### config.mk
export PLATFORM = sky130hd
export DESIGN_NAME = ncr_regs
export DESIGN_NICKNAME = d
export VERILOG_FILES = /design/src/ncr_pkg.sv /design/src/ncr_regs.sv
export SDC_FILE = /design/constraint.sdc
export NUM_CORES = 1
export LEC_CHECK = 0
export ABC_AREA = 1
export BUFFER_PORTS_ARGS = -buffer_cell sky130_fd_sc_hd__buf_2
export CAP_MARGIN = 20
export CORE_ASPECT_RATIO = 1.75
export CORE_MARGIN = 2
export CORE_UTILIZATION = 64
export DETAILED_ROUTE_END_ITERATION = 16
export PLACE_DENSITY = 0.86
export SLEW_MARGIN = 10
export SYNTH_ARGS = -nofsm -noshare
export SYNTH_HDL_FRONTEND = slang
export SYNTH_SLANG_ARGS = --single-unit
### constraint.sdc
create_clock -name pclk -period 3.3 [get_ports pclk]
set_input_delay 0 -clock pclk [delete_from_list [all_inputs] [get_ports pclk]]
set_output_delay 0 -clock pclk [all_outputs]
set_load 0.1 [all_outputs]
### src/ncr_pkg.sv
// Constants for the NCO and PLL control register bank.
// Assumes an APB master on pclk; register indices map to byte address index*4.
// Summary of operation
// - Phase offset adds to accumulator top 16 bits; sum addresses sine/cosine tables.
// - With auto-sync enabled, any phase offset write raises an auto-sync event.
// - Auto-sync loads phase offset and both step halves into mixer together.
// - Step word writes only touch staging copies until a sync.
// - Frequency is a 32-bit two's complement step, low at 0x14, high 0x15.
// - PLL reset bit 12 grounds loop filter; clearing it restarts the PLL.
// - Divider-sync enable bit 11, reset 1, lets sync input realign N dividers.
// - PLL enable bit 10 selects PLL clock; cleared bypasses the PLL.
// - Charge pump bits 7:6: 00 none, 01 single, 11 dual, 10 unused.
// - Prescaler bits 5:3: codes 1..7 divide by code, 000 by 8; reset 001.
// - Bits 2:0 read loop voltage, 0.4125 V steps; writes ignored.
// - Reserved registers 0x11, 0x13, 0x16, 0x17 reset to 0x0000.
// - VCO coarse field lives in a separate PLL register, reset zero.
`default_nettype none
package ncr_pkg;
  // -----------------------------------------------------------------
  // Register indices (byte address = index * 4)
  // -----------------------------------------------------------------
  localparam logic [7:0]  IDX_RSVD_A    = 8'h11;
  localparam logic [7:0]  IDX_ANGLE     = 8'h12;
  localparam logic [7:0]  IDX_RSVD_B    = 8'h13;
  localparam logic [7:0]  IDX_STEP_LO   = 8'h14;
  localparam logic [7:0]  IDX_STEP_HI   = 8'h15;
  localparam logic [7:0]  IDX_RSVD_C    = 8'h16;
  localparam logic [7:0]  IDX_RSVD_D    = 8'h17;
  localparam logic [7:0]  IDX_SYNTH     = 8'h18;
  localparam logic [7:0]  IDX_VCO_TUNE  = 8'h1A;
  // -----------------------------------------------------------------
  // Synth control fields and reset values
  // -----------------------------------------------------------------
  localparam int          BIT_PLL_RST   = 12;
  localparam int          BIT_NDIV_SYNC = 11;
  localparam int          BIT_PLL_ENA   = 10;
  localparam int          CP_LSB        = 6;
  localparam int          PRE_LSB       = 3;
  localparam int          VCO_LSB       = 10;
  localparam logic [15:0] RST_ZERO      = 16'h0000;
  localparam logic [2:0]  RST_RSVD_HI   = 3'h1;
  localparam logic        RST_NDIV_SYNC = 1'b1;
  localparam logic [2:0]  RST_PRESCALE  = 3'h1;
  localparam logic [5:0]  RST_VCO       = 6'h00;
  localparam logic [1:0]  CP_NONE       = 2'h0;
  localparam logic [1:0]  CP_SINGLE     = 2'h1;
  localparam logic [1:0]  CP_DUAL       = 2'h3;
  localparam logic [2:0]  LOCK_LOW      = 3'h2;
  localparam logic [2:0]  LOCK_HIGH     = 3'h5;
endpackage : ncr_pkg
`default_nettype wire

### src/ncr_regs.sv
// NCO and PLL control register bank with APB slave and fine-mixer phase path.
// Assumes lfvolt_code and sync_in are asynchronous and pass two flops here.
//
// Our own choice: the APB register port.
`timescale 1ns/1ps
`default_nettype none
module ncr_regs (
  // APB
  input  wire logic        pclk,
  input  wire logic        presetn,
  input  wire logic        psel,
  input  wire logic        penable,
  input  wire logic        pwrite,
  input  wire logic [11:0] paddr,
  input  wire logic [31:0] pwdata,
  output logic      [31:0] prdata,
  output logic             pready,
  output logic             pslverr,
  // Mixer
  input  wire logic        sample_en,
  input  wire logic        autosync_ena,
  output logic      [15:0] lut_addr,
  output logic             autosync_pulse,
  // PLL
  input  wire logic [2:0]  lfvolt_code,
  input  wire logic        sync_in,
  output logic             lpf_ground,
  output logic             pll_restart,
  output logic             ndiv_resync,
  output logic             clk_sel_pll,
  output logic      [1:0]  charge_pump_sel,
  output logic      [3:0]  prescale_div,
  output logic      [5:0]  vco_coarse,
  output logic             lock_ok
);
  import ncr_pkg::*;

  // ---------------------------------------------------------------
  // Register storage
  // ---------------------------------------------------------------
  logic [15:0] angle_bias_reg, step_lo_reg, step_hi_reg;
  logic [15:0] act_angle_reg;
  logic [31:0] act_step_reg, acc_reg;
  logic [2:0]  rsvd_hi_reg;
  logic        pll_rst_reg, ndiv_sync_reg, pll_ena_reg;
  logic [1:0]  cp_reg;
  logic [2:0]  pre_reg;
  logic [5:0]  vco_reg;
  logic [2:0]  lf_s1_reg, lf_s2_reg;
  logic [2:0]  lf_s3_reg, lf_hold_reg;
  logic        sy_s1_reg, sy_s2_reg, sy_d_reg;

  logic        wr_en, rd_en;
  logic [7:0]  idx;
  logic        mapped, idx_ok;

  function automatic logic is_mapped(input logic [7:0] i);
    is_mapped = (i >= IDX_RSVD_A && i <= IDX_SYNTH) || i == IDX_VCO_TUNE;
  endfunction : is_mapped

  // Word-aligned only; misaligned addresses count as unmapped
  assign idx    = paddr[9:2];
  assign idx_ok = (paddr[1:0] == 2'h0) && (paddr[11:10] == 2'h0);
  assign mapped = idx_ok && is_mapped(idx);
  assign wr_en  = psel && penable && pwrite && pready && mapped;
  assign rd_en  = psel && !penable;

  // ---------------------------------------------------------------
  // APB answer: no wait state, data registered in setup
  // ---------------------------------------------------------------
  always_ff @(posedge pclk or negedge presetn) begin
    if (!presetn) begin
      pready  <= 1'b0;
      pslverr <= 1'b0;
      prdata  <= 32'h0000_0000;
    end else begin
      pready  <= psel && !penable;
      pslverr <= psel && !penable && !mapped;
      if (rd_en) begin
        prdata <= 32'h0000_0000;
        if (idx_ok && !pwrite) begin
          unique case (idx)
            IDX_ANGLE:    prdata <= {16'h0000, angle_bias_reg};
            IDX_STEP_LO:  prdata <= {16'h0000, step_lo_reg};
            IDX_STEP_HI:  prdata <= {16'h0000, step_hi_reg};
            IDX_SYNTH:    prdata <= {16'h0000, rsvd_hi_reg, pll_rst_reg, ndiv_sync_reg, pll_ena_reg,
                                     2'h0, cp_reg, pre_reg, lf_hold_reg};
            IDX_VCO_TUNE: prdata <= {16'h0000, vco_reg, 10'h000};
            default:      prdata <= 32'h0000_0000;
          endcase
        end
      end
    end
  end

  // ---------------------------------------------------------------
  // Software registers
  // ---------------------------------------------------------------
  // Reserved words are not stored: they only ever read their zero reset
  always_ff @(posedge pclk or negedge presetn) begin
    if (!presetn) begin
      angle_bias_reg <= RST_ZERO;
      step_lo_reg    <= RST_ZERO;
      step_hi_reg    <= RST_ZERO;
      rsvd_hi_reg    <= RST_RSVD_HI;
      pll_rst_reg    <= 1'b0;
      ndiv_sync_reg  <= RST_NDIV_SYNC;
      pll_ena_reg    <= 1'b0;
      cp_reg         <= CP_NONE;
      pre_reg        <= RST_PRESCALE;
      vco_reg        <= RST_VCO;
    end else if (wr_en) begin
      unique case (idx)
        IDX_ANGLE:    angle_bias_reg <= pwdata[15:0];
        IDX_STEP_LO:  step_lo_reg    <= pwdata[15:0];
        IDX_STEP_HI:  step_hi_reg    <= pwdata[15:0];
        IDX_SYNTH: begin
          rsvd_hi_reg   <= pwdata[15:13];
          pll_rst_reg   <= pwdata[BIT_PLL_RST];
          ndiv_sync_reg <= pwdata[BIT_NDIV_SYNC];
          pll_ena_reg   <= pwdata[BIT_PLL_ENA];
          cp_reg        <= pwdata[CP_LSB+:2];
          pre_reg       <= pwdata[PRE_LSB+:3];
        end
        IDX_VCO_TUNE: vco_reg <= pwdata[VCO_LSB+:6];
        default: ;
      endcase
    end
  end

  // ---------------------------------------------------------------
  // Mixer: auto-sync transfer and accumulator
  // ---------------------------------------------------------------
  logic sync_now;
  assign sync_now = wr_en && idx == IDX_ANGLE && autosync_ena;

  always_ff @(posedge pclk or negedge presetn) begin
    if (!presetn) begin
      act_angle_reg  <= RST_ZERO;
      act_step_reg   <= {RST_ZERO, RST_ZERO};
      autosync_pulse <= 1'b0;
    end else begin
      autosync_pulse <= sync_now;
      if (sync_now) begin
        // New phase comes from the bus, the step from the staged halves
        act_angle_reg <= pwdata[15:0];
        act_step_reg  <= {step_hi_reg, step_lo_reg};
      end
    end
  end

  always_ff @(posedge pclk or negedge presetn) begin
    if (!presetn) begin
      acc_reg  <= {RST_ZERO, RST_ZERO};
      lut_addr <= RST_ZERO;
    end else if (sample_en) begin
      acc_reg  <= acc_reg + act_step_reg;
      lut_addr <= acc_reg[31:16] + act_angle_reg;
    end
  end

  // ---------------------------------------------------------------
  // PLL pin synchronisers and outputs
  // ---------------------------------------------------------------
  always_ff @(posedge pclk or negedge presetn) begin
    if (!presetn) begin
      lf_s1_reg <= 3'h0;
      lf_s2_reg <= 3'h0;
      lf_s3_reg   <= 3'h0;
      lf_hold_reg <= 3'h0;
      sy_s1_reg <= 1'b0;
      sy_s2_reg <= 1'b0;
      sy_d_reg  <= 1'b0;
    end else begin
      lf_s1_reg <= lfvolt_code;
      lf_s2_reg <= lf_s1_reg;
      lf_s3_reg <= lf_s2_reg;
      // Code bits may settle on different edges: take a code once two samples agree
      if (lf_s2_reg == lf_s3_reg) lf_hold_reg <= lf_s2_reg;
      sy_s1_reg <= sync_in;
      sy_s2_reg <= sy_s1_reg;
      sy_d_reg  <= sy_s2_reg;
    end
  end

  logic [3:0] div_dec;
  always_comb begin
    div_dec = (pre_reg == 3'h0) ? 4'h8 : {1'b0, pre_reg};
  end

  always_ff @(posedge pclk or negedge presetn) begin
    if (!presetn) begin
      lpf_ground      <= 1'b0;
      pll_restart     <= 1'b0;
      ndiv_resync     <= 1'b0;
      clk_sel_pll     <= 1'b0;
      charge_pump_sel <= CP_NONE;
      prescale_div    <= 4'h0;
      vco_coarse      <= RST_VCO;
      lock_ok         <= 1'b0;
    end else begin
      lpf_ground      <= pll_rst_reg;
      pll_restart     <= lpf_ground && !pll_rst_reg;
      ndiv_resync     <= ndiv_sync_reg && sy_s2_reg && !sy_d_reg;
      clk_sel_pll     <= pll_ena_reg;
      // Unused code 10 drives no pump rather than an undefined one
      charge_pump_sel <= (cp_reg == 2'h2) ? CP_NONE : cp_reg;
      prescale_div    <= div_dec;
      vco_coarse      <= vco_reg;
      lock_ok         <= lf_hold_reg >= LOCK_LOW && lf_hold_reg <= LOCK_HIGH;
    end
  end

  // ---------------------------------------------------------------
  // Assertions
  // ---------------------------------------------------------------
  property p_stage_hold;
    @(posedge pclk) disable iff (!presetn)
      !sync_now |=> act_step_reg == $past(act_step_reg);
  endproperty
  a_stage_hold: assert property (p_stage_hold) else $error("active step changed without sync");

  property p_sync_load;
    @(posedge pclk) disable iff (!presetn)
      sync_now |=> act_step_reg == {$past(step_hi_reg), $past(step_lo_reg)} && autosync_pulse;
  endproperty
  a_sync_load: assert property (p_sync_load) else $error("auto-sync did not load step");

  property p_sync_cause;
    @(posedge pclk) disable iff (!presetn)
      autosync_pulse |-> $past(autosync_ena) && $past(wr_en) && $past(idx) == IDX_ANGLE;
  endproperty
  a_sync_cause: assert property (p_sync_cause) else $error("spurious auto-sync");

  property p_acc;
    @(posedge pclk) disable iff (!presetn)
      sample_en |=> acc_reg == $past(acc_reg) + $past(act_step_reg);
  endproperty
  a_acc: assert property (p_acc) else $error("accumulator step wrong");

  property p_lut;
    @(posedge pclk) disable iff (!presetn)
      sample_en |=> lut_addr == 16'($past(acc_reg[31:16]) + $past(act_angle_reg));
  endproperty
  a_lut: assert property (p_lut) else $error("table address wrong");

  property p_restart;
    @(posedge pclk) disable iff (!presetn)
      $fell(pll_rst_reg) |=> pll_restart ##1 !pll_restart;
  endproperty
  a_restart: assert property (p_restart) else $error("no restart pulse");

  property p_ground;
    @(posedge pclk) disable iff (!presetn)
      pll_rst_reg [*2] |-> lpf_ground;
  endproperty
  a_ground: assert property (p_ground) else $error("loop filter not grounded");

  property p_resync;
    @(posedge pclk) disable iff (!presetn)
      ndiv_resync |-> $past(ndiv_sync_reg);
  endproperty
  a_resync: assert property (p_resync) else $error("resync while disabled");

  property p_pump;
    @(posedge pclk) disable iff (!presetn)
      charge_pump_sel != 2'h2;
  endproperty
  a_pump: assert property (p_pump) else $error("unused pump code driven");

  property p_div;
    @(posedge pclk) disable iff (!presetn)
      prescale_div == 4'h8 |-> $past(pre_reg) == 3'h0;
  endproperty
  a_div: assert property (p_div) else $error("divide by 8 decode wrong");

  property p_clksel;
    @(posedge pclk) disable iff (!presetn)
      clk_sel_pll == $past(pll_ena_reg);
  endproperty
  a_clksel: assert property (p_clksel) else $error("clock select not following enable");

  property p_angle_load;
    @(posedge pclk) disable iff (!presetn)
      sync_now |=> act_angle_reg == $past(pwdata[15:0]);
  endproperty
  a_angle_load: assert property (p_angle_load) else $error("auto-sync did not load phase");

  property p_angle_hold;
    @(posedge pclk) disable iff (!presetn)
      !sync_now |=> $stable(act_angle_reg);
  endproperty
  a_angle_hold: assert property (p_angle_hold) else $error("active phase changed without sync");

  property p_rsvd_read;
    @(posedge pclk) disable iff (!presetn)
      pready && !pwrite && (idx == IDX_RSVD_A || idx == IDX_RSVD_B || idx == IDX_RSVD_C || idx == IDX_RSVD_D)
      |-> prdata == 32'h0000_0000;
  endproperty
  a_rsvd_read: assert property (p_rsvd_read) else $error("reserved word read not zero");

  property p_lf_read;
    @(posedge pclk) disable iff (!presetn)
      pready && !pwrite && idx_ok && idx == IDX_SYNTH |-> prdata[2:0] == $past(lf_hold_reg);
  endproperty
  a_lf_read: assert property (p_lf_read) else $error("loop voltage field wrong");

  property p_rst_write;
    @(posedge pclk) disable iff (!presetn)
      wr_en && idx == IDX_SYNTH |=> pll_rst_reg == $past(pwdata[BIT_PLL_RST]);
  endproperty
  a_rst_write: assert property (p_rst_write) else $error("pll reset bit not written");

  property p_resync_edge;
    @(posedge pclk) disable iff (!presetn)
      ndiv_resync |-> $past(sy_s2_reg) && !$past(sy_d_reg);
  endproperty
  a_resync_edge: assert property (p_resync_edge) else $error("resync without sync edge");

  property p_div_follow;
    @(posedge pclk) disable iff (!presetn)
      pre_reg != 3'h0 |=> prescale_div == {1'b0, $past(pre_reg)};
  endproperty
  a_div_follow: assert property (p_div_follow) else $error("prescale divide wrong");

  property p_pump_follow;
    @(posedge pclk) disable iff (!presetn)
      cp_reg != 2'h2 |=> charge_pump_sel == $past(cp_reg);
  endproperty
  a_pump_follow: assert property (p_pump_follow) else $error("pump select not following field");

  property p_vco;
    @(posedge pclk) disable iff (!presetn)
      vco_coarse == $past(vco_reg);
  endproperty
  a_vco: assert property (p_vco) else $error("coarse tune not following register");

  property p_lock;
    @(posedge pclk) disable iff (!presetn)
      lock_ok == ($past(lf_hold_reg) >= LOCK_LOW && $past(lf_hold_reg) <= LOCK_HIGH);
  endproperty
  a_lock: assert property (p_lock) else $error("lock window flag wrong");

  // ---------------------------------------------------------------
  // Cover points
  // ---------------------------------------------------------------
  c_sync:    cover property (@(posedge pclk) disable iff (!presetn) sync_now);
  c_restart: cover property (@(posedge pclk) disable iff (!presetn) pll_restart);
  c_resync:  cover property (@(posedge pclk) disable iff (!presetn) ndiv_resync);
  c_err:     cover property (@(posedge pclk) disable iff (!presetn) pslverr && pready);
  c_div8:    cover property (@(posedge pclk) disable iff (!presetn) prescale_div == 4'h8);
endmodule : ncr_regs
`default_nettype wire

# Word-level counts from Yosys, hierarchy flattened
# Index checks and enable logic that the tools add are counted.
totals:
  output_inout_bits: 68
  register_bits: 228
  word_cells: 80
  inputBits: 55
op_classes:
  order_cmp: 4
  n_reduce_logical: 30
  n_eq_ne: 7
  n_addsub: 2
  mux: 4
op_table:
  columns: ["cell", "count"]
  rows:
  - ["$pmux W16 S5", 1]
  - ["$eq A8 B5 Y1 const B", 5]
  - ["$add A32 B32 Y32", 1]
  - ["$mux W32", 1]
  - ["$add A16 B16 Y16", 1]
  - ["$logic_and A1 B1 Y1", 16]
  - ["$reduce_and A2 Y1", 5]
  - ["$ge A8 B5 Y1 const B", 1]
  - ["$le A8 B5 Y1 const B", 1]
  - ["$logic_not A1 Y1", 5]
  - ["$logic_not A2 Y1", 2]
  - ["$mux W4", 1]
  - ["$eq A3 B3 Y1", 1]
  - ["$ge A3 B2 Y1 const B", 1]
  - ["$le A3 B3 Y1 const B", 1]
  - ["$logic_not A3 Y1", 1]
  - ["$eq A2 B2 Y1 const B", 1]
  - ["$mux W2", 1]
  - ["$logic_or A1 B1 Y1", 1]

# Depth between registers and ports, before layout
logic_depth:
  ltp_word: 7
  depth_mapped: 14
  mapped_depth_nobuf: 12

# Least setup slack after synthesis
# No wires, ideal clock.
synth_timing:
  kind: "reg2reg"
  startpoint: "register pready"
  endpoint: "register act_step_reg[31]"
  setup_slack_ps: 1286
  synth_period_minus_slack_ps: 2014
  arrival_time_ps: 1897
  required_ps: 3184
  setup_ps: 116
  path_buffers: 2
  path_stages_with_launch: 8
  path_cell_list: "dfrtp_1 nand4_1 nor2_4 nand3_4 buf_2 buf_6 nand2_1 nand2_1"
synth_between:
  elab_chain_len: 4
synth_rtl:
  columns: ["item", "line_no", "text"]
  rows:
  - ["start, declared", "ncr_regs.sv:17", "output logic pready,"]
  - ["start signal, assigned", "ncr_regs.sv:77", "pready <= psel && !penable;"]
  - ["$logic_and A1 B1 Y1 (2 in series)", "ncr_regs.sv:65", "assign wr_en = psel && penable && pwrite && pready && mapped;"]
  - ["$logic_and A1 B1 Y1 (2 in series)", "ncr_regs.sv:135", "assign sync_now = wr_en && idx == IDX_ANGLE && autosync_ena;"]
  - ["end signal, assigned", "ncr_regs.sv:140", "act_step_reg <= {RST_ZERO, RST_ZERO};"]
  - ["end signal, assigned", "ncr_regs.sv:147", "act_step_reg <= {step_hi_reg, step_lo_reg};"]
  - ["end, declared", "ncr_regs.sv:43", "logic [31:0] act_step_reg, acc_reg;"]
# No other way between the ends.
# A chain may end at the register's enable or synchronous reset.

# Worst setup path in the final report
layout_timing:
  startpoint: "input paddr[0]"
  endpoint: "register angle_bias_reg[2]"
layout_between:
  elab_chain_len: 5
layout_rtl:
  columns: ["item", "line_no", "text"]
  rows:
  - ["start, declared", "ncr_regs.sv:14", "input wire logic [11:0] paddr,"]
  - ["$logic_not A2 Y1", "ncr_regs.sv:63", "assign idx_ok = (paddr[1:0] == 2'h0) && (paddr[11:10] == 2'h0);"]
  - ["$logic_and A1 B1 Y1", "ncr_regs.sv:63", null]
  - ["$logic_and A1 B1 Y1", "ncr_regs.sv:64", "assign mapped = idx_ok && is_mapped(idx);"]
  - ["$logic_and A1 B1 Y1", "ncr_regs.sv:65", null]
  - ["$reduce_and A2 Y1 (no source line)", null, null]
  - ["end signal, assigned", "ncr_regs.sv:114", "IDX_ANGLE: angle_bias_reg <= pwdata[15:0];"]
  - ["end, declared", "ncr_regs.sv:41", "logic [15:0] angle_bias_reg, step_lo_reg, step_hi_reg;"]
# No other way between the ends.

==> impl_metrics.env <==
export IMPL_status="complete, no violations"
export IMPL_finalInstanceArea_mm2=0.0129
export IMPL_yosys_area_top_type_share_pct=46.3
export IMPL_portBuffers=90
export IMPL_finalHoldViolCount=0
export IMPL_dp_slack_ns=1.02
export IMPL_synth_area_leaders="dfrtp_1 46%, nand2_1 21%, inv_1 5.3%"
export IMPL_drt_wl_total_um=31900
export IMPL_crit_buf_inv=4
export IMPL_yosysSeqAreaShare_pct=47.0
export IMPL_antenna_left=0
export IMPL_grt_max_degree=101
export IMPL_slew_headroom_pct=40.1
export IMPL_clk_insertion_delay_late_ns=0.50
export IMPL_yosys_area_top_type="dfrtp_1"
export IMPL_arrival_ns=3.38
export IMPL_hpwl_um=22800
export IMPL_die_h_um=180
export IMPL_worst_pin_slew_ns=0.896
export IMPL_finalMaxSlewViolations=0
export IMPL_fp_dieW_um=104
export IMPL_clk_pin_slew_ns=0.06
export IMPL_cts_setup_buffers=0
export IMPL_num_rows=64
export IMPL_htreeDepth=1
export IMPL_hold_path_class="in -> reg"
export IMPL_worst_slack_ns=0.303
export IMPL_initial_core_util_pct=65.0
export IMPL_firstDrtPassIters=8
export IMPL_synthCells=1508
export IMPL_async_flop_share_pct=100
export IMPL_max_stage_delay_ns=0.59
export IMPL_vias=10300
export IMPL_critical_path_class="in -> reg"
export IMPL_io_pins=123
export IMPL_gr_total_overflow=0
export IMPL_cap_violations=0
export IMPL_cp_max_fo=32
export IMPL_r2r_slack_ns=0.99
export IMPL_crit_chain="dlygate4sd3_1 -> buf_2 -> nor2_1 -> dlygate4sd3_1 -> nand2_1 -> dlygate4sd3_1 -> a21oi_1 -> nand2_2 -> nor2_4 -> nand2_1 -> o21ai_0"
export IMPL_synth_commonest_cells="619 x nand2_1, 209 x dfrtp_1, 160 x inv_1"
export IMPL_setup_violations=0
export IMPL_power_density_mw_per_mm2=426
export IMPL_dp_cells=1797
export IMPL_cp_data_required_time_ns=3.69
export IMPL_syn2layout_area_growth_pct=13.7
export IMPL_fin_crit_ns=3.00
export IMPL_placed_cell_area_mm2=0.0119
export IMPL_cts_tree="built"
export IMPL_viasPerCell=5.51
export IMPL_ys_ff_latch=212
export IMPL_end_kind="flip-flop"
export IMPL_core_region_area_mm2=0.0174
export IMPL_syn_area_mm2=0.0113
export IMPL_antenna_found_initial=1
export IMPL_post_route_period_util_pct=90.8
export IMPL_tns_ns=0
export IMPL_yosysUniqueCellTypes=38
export IMPL_cp_start_kind="input port"
export IMPL_synth_flop_cell="dfrtp_1"
export IMPL_fmax_mhz=334
export IMPL_layout_cells_non_filler=1862
export IMPL_crit_top_cell="dlygate4sd3_1"
export IMPL_wl_per_cell_um=17.1
export IMPL_cp_top_family="buffers and inverters"
export IMPL_rsz0062_at_grt="no"
export IMPL_drtIter0Drc=755
export IMPL_drive_above_1_share_pct=9.39
export IMPL_cts_root_buf="clkbuf_16"
export IMPL_grt_total_usage_pct=34.6
export IMPL_avgSynthCellArea_um2=7.49
export IMPL_numCtsBuffers=20
export IMPL_p_leak_nw=7.26
export IMPL_gp_congestion=0.997
export IMPL_clock_path_buffers=3
export IMPL_synth_edf_count=0
export IMPL_dieArea_mm2=0.0188
export IMPL_skew_ns=0.00805
export IMPL_irDropWorstVdd_uv=429
export IMPL_grt_pass1_wl_um=51200
export IMPL_first_global_vias=10100
export IMPL_crit_slowest_cell="dlygate4sd3_1"
export IMPL_post_synth_top_count_cell="nand2_1"
export IMPL_drc=0
export IMPL_cts_sinks=212
export IMPL_yosys_warnings=0
export IMPL_fill_cells=1284
export IMPL_num_nets_final=1721
## final cells by class
class / count / area (um^2) / share of cell area [%]
sequential: 212 / 5310 / 41.3
clock inverter: 7 / 73.8 / 0.574
tap: 231 / 289 / 2.25
antenna: 1 / 2.50 / 0.0195
clock buffer: 27 / 578 / 4.50
multi-input combinational: 1084 / 5100 / 39.7
inverter: 167 / 627 / 4.88
timing repair buffer: 133 / 871 / 6.78
## worst register-to-register path, stage by stage (launching register included)
cell and delay, ns:
dfrtp_1 0.41, ha_1 0.36, nand2_1 0.13, nor2_1 0.41, and2_1 0.21, nand2_1 0.07
nand2_1 0.25, nand2_1 0.12, nand2_1 0.08, nand2_1 0.04, nand3_1 0.06, nand2_1 0.06
## through the flow
| step | utilization (%) | power, mW | hold slack, ns |
|---|---|---|---|
| 2_1_floorplan | - | 3.03 | -0.296 |
| 3_5_place_dp | 68.5 | 3.18 | 0.0715 |
| 3_3_place_gp | 68.5 | 3.17 | 0.0647 |
| 6_report | 74.0 | 5.47 | 0.0242 |
| 4_1_cts | 73.9 | 5.48 | 0.00954 |
| 5_1_grt | 74.0 | 5.64 | 0.0447 |
## layout by cell type (no fill, tap or decap), types with 30 or more instances in the layout
cell	netlist	routed
nor2_1	76	76
ha_1	46	46
a21oi_1	36	36
nand2_1	619	619
inv_1	160	159
o21ai_0	101	101
nand3_1	98	98
dlygate4sd3_1	0	30
buf_2	8	89
dfrtp_1	209	209
## cells by family after synthesis
kind of cell	count (synthesis)	synth area share [%]
buffers and inverters	227	8.39
adders and majority gates	48	5.45
other	1	0.0332
and+or+nand+nor	827	29.5
xor gates and xnor gates	24	1.86
DFF	212	47.0
AOI/OAI and AO/OA	169	7.79
## worst paths after layout
path	start	endpoint	depth (start not counted)
setup / recovery	paddr[0]	angle_bias_reg[2]	11
hold / removal	autosync_ena	autosync_pulse	3
setup reg to reg	act_step_reg[13]	acc_reg[31]	11
hold reg to reg	sy_s1_reg	sy_s2_reg	0
max in group asynchronous	presetn	lut_addr[13]	3
min in group asynchronous	presetn	acc_reg[9]	2
## report_power, final
group          total (mW)  internal (mW)  switching (mW)  leakage [nW]
clock                2.31           1.31           0.998         0.319
sequential           2.69           2.65          0.0383          2.90
combinational       0.472          0.114           0.358          4.05
total                5.47           4.08            1.39          7.26
## what timing repair did
| action | 4_1_cts | 5_1_grt |
|---|---|---|
| endpoints found under the hold margin | 194 | 0 |
| hold buffers | 30 | 0 |
| resized for setup | 0 | 0 |
## metal layers
layer,GRT usage [%],wire (um),up-vias
met1,37.7,11100,4726
met2,60.7,16100,462
met4,25.7,2880,0
li1,-,-,4926
met3,4.64,1770,150
met5,0,0,-
Note: power is estimated with default switching activity, not from simulation.
